<file path="config.mk">
export PLATFORM = sky130hd
export DESIGN_NAME = adu_output_update
export DESIGN_NICKNAME = d
export VERILOG_FILES = /design/src/adu_pkg.sv /design/src/adu_pin_driver.sv /design/src/adu_trigger.sv /design/src/adu_output_update.sv
export SDC_FILE = /design/constraint.sdc
export NUM_CORES = 1
export LEC_CHECK = 0
export ABC_AREA = 1
export ABC_CLOCK_PERIOD_IN_PS = 3400
export BUFFER_PORTS_ARGS = -buffer_cell sky130_fd_sc_hd__buf_4
export CELL_PAD_IN_SITES_DETAIL_PLACEMENT = 1
export CELL_PAD_IN_SITES_GLOBAL_PLACEMENT = 1
export CORE_ASPECT_RATIO = 1.75
export CORE_MARGIN = 2
export CORE_UTILIZATION = 40
export DETAILED_ROUTE_END_ITERATION = 10
export PLACE_DENSITY_LB_ADDON = 0.1
export SLEW_MARGIN = 30
export SYNTH_ARGS = -nofsm -noshare
export SYNTH_HDL_FRONTEND = slang
export SYNTH_SLANG_ARGS = --single-unit
</file>
<file path="constraint.sdc">
create_clock -name clock -period 3.4 [get_ports clock]
set_input_delay 0.51 -clock clock [delete_from_list [all_inputs] [get_ports clock]]
set_output_delay 0.51 -clock clock [all_outputs]
set_load 0.03 [all_outputs]
</file>
<file path="src/adu_pkg.sv">
/*
 * Package for the alert driven output update block: register offsets, reset values,
 * pin mode encodings and the carrier structs shared by the block's modules.
 * Assumes an 8-bit register port with 8-bit addresses inside the device.
 */
package adu_pkg;

    // =====================================================================
    // Register map
    // =====================================================================
    localparam logic [7:0] ADU_OFS_UPDATE_ENABLE = 8'he9;
    localparam logic [7:0] ADU_OFS_PRESET_VALUE  = 8'heb;
    localparam logic [7:0] ADU_OFS_OUT7_SRC_MASK = 8'hd1;
    localparam logic [7:0] ADU_OFS_PIN_MODE_LO   = 8'h40;
    localparam logic [7:0] ADU_OFS_PIN_MODE_HI   = 8'h41;
    localparam logic [7:0] ADU_OFS_OUTPUT_VALUE  = 8'h42;
    localparam logic [7:0] ADU_OFS_INPUT_LEVEL   = 8'h43;

    // =====================================================================
    // Reset values
    // =====================================================================
    localparam logic [7:0]  ADU_RST_UPDATE_ENABLE = 8'h00;
    localparam logic [7:0]  ADU_RST_PRESET_VALUE  = 8'h00;
    localparam logic [7:0]  ADU_RST_OUT7_SRC_MASK = 8'h00;
    localparam logic [15:0] ADU_RST_PIN_MODE      = 16'h0000;
    localparam logic [7:0]  ADU_RST_OUTPUT_VALUE  = 8'h00;

    // Index of the output whose trigger mask this block owns.
    localparam int ADU_OUT7_IDX = 7;

    // =====================================================================
    // Types
    // =====================================================================
    typedef enum logic [1:0] {
        ADU_MODE_INPUT     = 2'b00,
        ADU_MODE_OPEN_DRN  = 2'b01,
        ADU_MODE_PUSH_PULL = 2'b10,
        ADU_MODE_RSVD      = 2'b11
    } adu_mode_t;

    typedef struct packed {
        logic       wrEn;
        logic       rdEn;
        logic [7:0] addr;
        logic [7:0] wrData;
    } adu_reg_req_t;

    typedef struct packed {
        logic [7:0] level;
        logic [7:0] outEnN;
    } adu_pin_drv_t;

endpackage

</file>
<file path="src/adu_pin_driver.sv">
/*
 * Per-pin driver: turns the mode and output level of each channel into pin level
 * and active-low output enable. Assumes the pad resolves the wire from these.
 */
`timescale 1ns/1ps
module adu_pin_driver #(
    parameter int NPINS = 8                           // Channel count.
) (
    input  wire logic               clock,            // System clock.
    input  wire logic               rst_n,            // Synchronous reset, active low.
    input  wire logic [2*NPINS-1:0] pinMode,          // Two mode bits per pin.
    input  wire logic [NPINS-1:0]   outLevel,         // Level the output wants.
    output adu_pkg::adu_pin_drv_t   drv               // Registered pin drive.
);

    // =====================================================================
    // Drive per pin
    // =====================================================================
    genvar g;
    generate
        for (g = 0; g < NPINS; g++) begin : gPin
            logic [1:0] mode;
            assign mode = pinMode[2*g +: 2];
            // Reserved mode acts like input so a bad write never fights the pad.
            always_ff @(posedge clock) begin
                if (!rst_n) begin
                    drv.level[g]  <= 1'b0;
                    drv.outEnN[g] <= 1'b1;
                end else begin
                    unique case (mode)
                        adu_pkg::ADU_MODE_OPEN_DRN: begin
                            drv.level[g]  <= 1'b0;
                            drv.outEnN[g] <= outLevel[g];
                        end
                        adu_pkg::ADU_MODE_PUSH_PULL: begin
                            drv.level[g]  <= outLevel[g];
                            drv.outEnN[g] <= 1'b0;
                        end
                        default: begin
                            drv.level[g]  <= 1'b0;
                            drv.outEnN[g] <= 1'b1;
                        end
                    endcase
                end
            end
        end
    endgenerate

endmodule // adu_pin_driver

</file>
<file path="src/adu_trigger.sv">
/*
 * Trigger detector: finds the rising edge of each output's selected alert flags.
 * Assumes alert flags are levels synchronous to the clock.
 */
`timescale 1ns/1ps
module adu_trigger #(
    parameter int NPINS = 8                           // Channel count.
) (
    input  wire logic               clock,            // System clock.
    input  wire logic               rst_n,            // Synchronous reset, active low.
    input  wire logic [NPINS-1:0]   alertFlags,       // Per-channel alert flags.
    input  wire logic [NPINS*NPINS-1:0] srcMask,      // Source mask per output.
    output logic      [NPINS-1:0]   trigPulse         // One-cycle trigger per output.
);

    logic [NPINS-1:0] hit;
    logic [NPINS-1:0] hit_r;

    // =====================================================================
    // Selection and edge
    // =====================================================================
    genvar g;
    generate
        for (g = 0; g < NPINS; g++) begin : gOut
            assign hit[g] = |(alertFlags & srcMask[g*NPINS +: NPINS]);
        end
    endgenerate

    // Edge detect, so a flag that stays set fires once rather than pinning the pin.
    always_ff @(posedge clock) begin
        if (!rst_n) begin
            hit_r <= '0;
        end else begin
            hit_r <= hit;
        end
    end

    assign trigPulse = hit & ~hit_r;

endmodule // adu_trigger

</file>
<file path="src/adu_output_update.sv">
/*
 * Alert driven output update: register file, alert triggered output presets and
 * pin drive for eight shared channel pins.
 * Assumes a simple synchronous register port and alert flags from the comparator;
 * trigger masks of outputs 0 to 6 arrive as inputs from elsewhere in the device.
 */
`timescale 1ns/1ps
module adu_output_update #(
    parameter int NPINS = 8                           // Channel count.
) (
    input  wire logic                 clock,          // System clock, 125 MHz.
    input  wire logic                 rst_n,          // Synchronous reset, active low.
    input  adu_pkg::adu_reg_req_t     regReq,         // Register read or write request.
    output logic [7:0]                regRdData_r,    // Registered read data.
    output logic                      regRdValid_r,   // Read data valid pulse.
    input  wire logic [NPINS-1:0]     alertFlags,     // Alert flags per channel.
    input  wire logic [7*NPINS-1:0]   otherSrcMask,   // Trigger masks for outputs 0..6.
    input  wire logic [NPINS-1:0]     pinIn,          // Pad input levels.
    output logic [NPINS-1:0]          pinOut,         // Pad output levels.
    output logic [NPINS-1:0]          pinOutEn_n      // Pad output enable, active low.
);

    // =====================================================================
    // Registers
    // =====================================================================
    logic [7:0]         updEnable_r;
    logic [7:0]         presetVal_r;
    logic [7:0]         out7Mask_r;
    logic [15:0]        pinMode_r;
    logic [NPINS-1:0]   outValue_r;
    logic [NPINS-1:0]   outValue_nxt;
    logic [NPINS-1:0]   inLevel_r;
    logic [NPINS-1:0]   trigPulse;
    logic [NPINS*NPINS-1:0] srcMask;
    adu_pkg::adu_pin_drv_t drv;

    function automatic logic isInput(input logic [1:0] m);
        isInput = (m == adu_pkg::ADU_MODE_INPUT) || (m == adu_pkg::ADU_MODE_RSVD);
    endfunction

    // Configuration registers written by software.
    always_ff @(posedge clock) begin
        if (!rst_n) begin
            updEnable_r <= adu_pkg::ADU_RST_UPDATE_ENABLE;
            presetVal_r <= adu_pkg::ADU_RST_PRESET_VALUE;
            out7Mask_r  <= adu_pkg::ADU_RST_OUT7_SRC_MASK;
            pinMode_r   <= adu_pkg::ADU_RST_PIN_MODE;
        end else if (regReq.wrEn) begin
            unique case (regReq.addr)
                adu_pkg::ADU_OFS_UPDATE_ENABLE: updEnable_r <= regReq.wrData;
                adu_pkg::ADU_OFS_PRESET_VALUE:  presetVal_r <= regReq.wrData;
                adu_pkg::ADU_OFS_OUT7_SRC_MASK: out7Mask_r  <= regReq.wrData;
                adu_pkg::ADU_OFS_PIN_MODE_LO:   pinMode_r[7:0]  <= regReq.wrData;
                adu_pkg::ADU_OFS_PIN_MODE_HI:   pinMode_r[15:8] <= regReq.wrData;
                default: ;
            endcase
        end
    end

    // =====================================================================
    // Trigger and output value
    // =====================================================================
    assign srcMask = {out7Mask_r, otherSrcMask};

    adu_trigger #(.NPINS(NPINS)) uTrig (
        .clock      (clock),
        .rst_n      (rst_n),
        .alertFlags (alertFlags),
        .srcMask    (srcMask),
        .trigPulse  (trigPulse)
    );

    // A trigger in the same cycle as a software write wins, so the alert is not lost.
    always_comb begin
        outValue_nxt = outValue_r;
        if (regReq.wrEn && regReq.addr == adu_pkg::ADU_OFS_OUTPUT_VALUE) begin
            outValue_nxt = regReq.wrData[NPINS-1:0];
        end
        for (int i = 0; i < NPINS; i++) begin
            if (trigPulse[i] && updEnable_r[i]) begin
                outValue_nxt[i] = presetVal_r[i];
            end
        end
    end

    always_ff @(posedge clock) begin
        if (!rst_n) begin
            outValue_r <= adu_pkg::ADU_RST_OUTPUT_VALUE[NPINS-1:0];
        end else begin
            outValue_r <= outValue_nxt;
        end
    end

    // =====================================================================
    // Pins
    // =====================================================================
    adu_pin_driver #(.NPINS(NPINS)) uDrv (
        .clock    (clock),
        .rst_n    (rst_n),
        .pinMode  (pinMode_r),
        .outLevel (outValue_nxt),
        .drv      (drv)
    );

    assign pinOut     = drv.level;
    assign pinOutEn_n = drv.outEnN;

    // Input levels are sampled only for input and reserved pins; output pins read zero.
    always_ff @(posedge clock) begin
        if (!rst_n) begin
            inLevel_r <= '0;
        end else begin
            for (int i = 0; i < NPINS; i++) begin
                inLevel_r[i] <= isInput(pinMode_r[2*i +: 2]) & pinIn[i];
            end
        end
    end

    // =====================================================================
    // Read port
    // =====================================================================
    // Unmapped addresses read zero.
    always_ff @(posedge clock) begin
        if (!rst_n) begin
            regRdData_r  <= 8'h00;
            regRdValid_r <= 1'b0;
        end else begin
            regRdValid_r <= regReq.rdEn;
            if (regReq.rdEn) begin
                unique case (regReq.addr)
                    adu_pkg::ADU_OFS_UPDATE_ENABLE: regRdData_r <= updEnable_r;
                    adu_pkg::ADU_OFS_PRESET_VALUE:  regRdData_r <= presetVal_r;
                    adu_pkg::ADU_OFS_OUT7_SRC_MASK: regRdData_r <= out7Mask_r;
                    adu_pkg::ADU_OFS_PIN_MODE_LO:   regRdData_r <= pinMode_r[7:0];
                    adu_pkg::ADU_OFS_PIN_MODE_HI:   regRdData_r <= pinMode_r[15:8];
                    adu_pkg::ADU_OFS_OUTPUT_VALUE:  regRdData_r <= outValue_r;
                    adu_pkg::ADU_OFS_INPUT_LEVEL:   regRdData_r <= inLevel_r;
                    default:                        regRdData_r <= 8'h00;
                endcase
            end
        end
    end

endmodule // adu_output_update

</file>
==> flow_summary_export.csv <==
group,metric,value,unit
yosys,synth_edf_count,0,
final_layout,final_util,52.5,%
final_layout,multi_input_area,2420,sq um
floorplan,die_w,84.8,microns
final_layout,n_fill_cell,1498,
floorplan,die_h,145,microns
final_layout,drive_gt1_share,19.8,%
critical_path,crit_fanout,15,
yosys,yosysMostFrequentCell,"nand2_1",
yosys,netlist_instances,690,
yosys,mappedNetlistArea,4570,sq um
final_layout,synthToLayoutAreaGrowth,27.6,%
floorplan,io_pins,117,
sta,relSlewSlack,62.9,%
clock_tree,cts_setup_buffers,0,
sta,worst_slack,1.55,ns
global_routing,antenna_found_initial,0,
critical_path,crit_type,"primary input to flop",
sta,slew_viol_final,0,
yosys,synth_cell_types,22,
yosys,async_flop_share,0,%
drt,wire_per_inst,16.9,microns
floorplan,design.core.area,11100,sq um
place,gp_congestion,0.957,
outcome,status,"finished clean",
pwr,power,2.45,mW
yosys,synth_seq_cells,89,
drt,drt_pass1_iterations,4,
final_layout,final_cell_area,5830,sq um
final_layout,instances_no_fill,929,
sta,hold_viol,0,
yosys,ys_seq_area_share,39.0,%
yosys,synth_top_area_cell,"dfxtp_1",
global_routing,overflow,0,
sta,fin_setup_tns,0,ns
drt,drt.antenna.violating_nets,0,
clock_tree,clock_latency,0.35,ns
drt,drcViolationCount,0,
clock_tree,cts_buffer_depth,2,
clock_tree,cts_sinks,89,
final_layout,seq_area,1780,sq um
sta,finalClockSkew,0.0101,ns
place,dp_slack,1.20,ns
place,place_area,5490,sq um
global_routing,grt_usage,25.7,%
place,place_hpwl,12400,microns
sta,holdWs,0.372,ns
global_routing,grt_pass1_wl,25200,microns
drt,finalWirelength,15700,microns
min_path,min_path_type,"primary input to flop",
clock_tree,numCtsBuffers,9,
pwr,vdd_ir_drop_max,0.000297,V
clock_tree,clockRootBuffer,"clkbuf_16",
place,port_buffers,116,
drt,first_iter_violations,220,
final_layout,nNetsFinal,900,
sta,fin_crit_sh,54.3,%
floorplan,initial_core_util,41.2,%
floorplan,die_area,12300,sq um
place,dp_cells,913,
sta,setup_viol,0,
critical_path,startpoint_type,"primary input",
pwr,p_leak,2.68,nW
flow_run,drv_cap,0,
yosys,syn_area_per_cell,6.62,sq um
critical_path,endpoint_kind,"flop",
floorplan,num_rows,51,
sta,max_freq,541,MHz
sta,tightest_slew,0.555,ns
yosys,ys.flop_type,"dfxtp_1",
global_routing,grt_pass1_vias,5080,
sta,grt_setup_unrepaired,"false",
clock_tree,clk_pin_slew,0.07,ns
clock_tree,cts_tree,"done",
pwr,p_per_area,421,nW/um^2
critical_path,arrival,2.07,ns
yosys,yosys_warnings,0,
drt,num_vias,4869,
clock_tree,ctsResizeCount,0,
yosys,synthesis.nets,798,
yosys,synth_commonest_cells,"nand2_1, nor2_1, dfxtp_1",
clock_tree,ctsHoldBuffers,0,
global_routing,grt_max_degree,51,
yosys,synthTopCellsByArea,"dfxtp_1, nand2_1, nand3_1",
final_layout,antenna_cells,0,
clock_tree,cts-htree-levels,3,
yosys,yosysTopAreaCellShare,39.0,%
drt,drt-vias-per-instance,5.24,
critical_path,crit_required,3.62,ns
sta,fin_crit,1.85,ns
report_power, final:
| part | switching [mW] | total, mW | internal, mW |
|---|---|---|---|
| sequential | 0.00543 | 1.06 | 1.06 |
| clock | 0.438 | 1.16 | 0.718 |
| combinational | 0.133 | 0.234 | 0.101 |
layout by cell type (no fill, tap or decap), drive strengths merged:
cell type / count
nand2: 216
buf: 118
nor2: 104
dfxtp: 89
nand3: 76
inv: 61
a21oi: 48
o21ai: 42
ha: 16
clkbuf: 9
nor3: 8
nand4: 3
bufinv: 3
clkinvlp: 2
clkinv: 2
flip-flops by register name, summed over array words and instances, names as in the netlist:
signal and count:
inLevel_r 8, pinMode_r 16, uTrig.hit_r 8, presetVal_r 8, uDrv.drv 16, updEnable_r 8, regRdValid_r 1, outValue_r 8
regRdData_r 8, out7Mask_r 8
metal layers:
metal | part of all wire [%] | track usage, %
met1 | 38 | 27.9
met5 | 0 | 0
met2 | 54 | 47.8
met3 | 3.9 | 3.46
met4 | 4.1 | 12.1
worst paths after layout:
check	startpoint	end	slack (ns)	depth (start not counted)
min reg2reg	regRdData_r[4]	regRdData_r[4]	0.47	2
max	regReq[13]	outValue_r[7]	1.55	11
min	pinIn[0]	inLevel_r[0]	0.37	3
max reg2reg	out7Mask_r[1]	uDrv.drv[15]	2.14	8
critical path, stage by stage:
cell     delay [ns]
buf_4          0.11
inv_1          0.05
nand2_2        0.07
nor2_4         0.37
nand2_4        0.18
nor2_8         0.23
inv_2          0.16
nand2_1        0.10
nand3_1        0.10
nand2_1        0.11
nor2_1         0.05
logic make-up (layout without fill, tap and decap cells):
group / Yosys count / after routing / synth area share, %
AOI/OAI and AO/OA: 90 / 90 / 9.86
adders and majority gates: 16 / 16 / 4.38
buffers and inverters: 88 / 195 / 7.97
DFF: 89 / 89 / 39.0
and+or+nand+nor: 407 / 407 / 38.8
area by class of cell:
| cell class | instances | share of cell area [%] |
|---|---|---|
| clock buffers | 9 | 3.86 |
| clock inverters | 7 | 2.04 |
| inverters | 61 | 3.93 |
| multi-input cells | 513 | 41.6 |
| flip-flops and latches | 89 | 30.6 |
| well taps | 132 | 2.83 |
| repair buffers | 118 | 15.2 |
(Power assumes the default switching activity.)
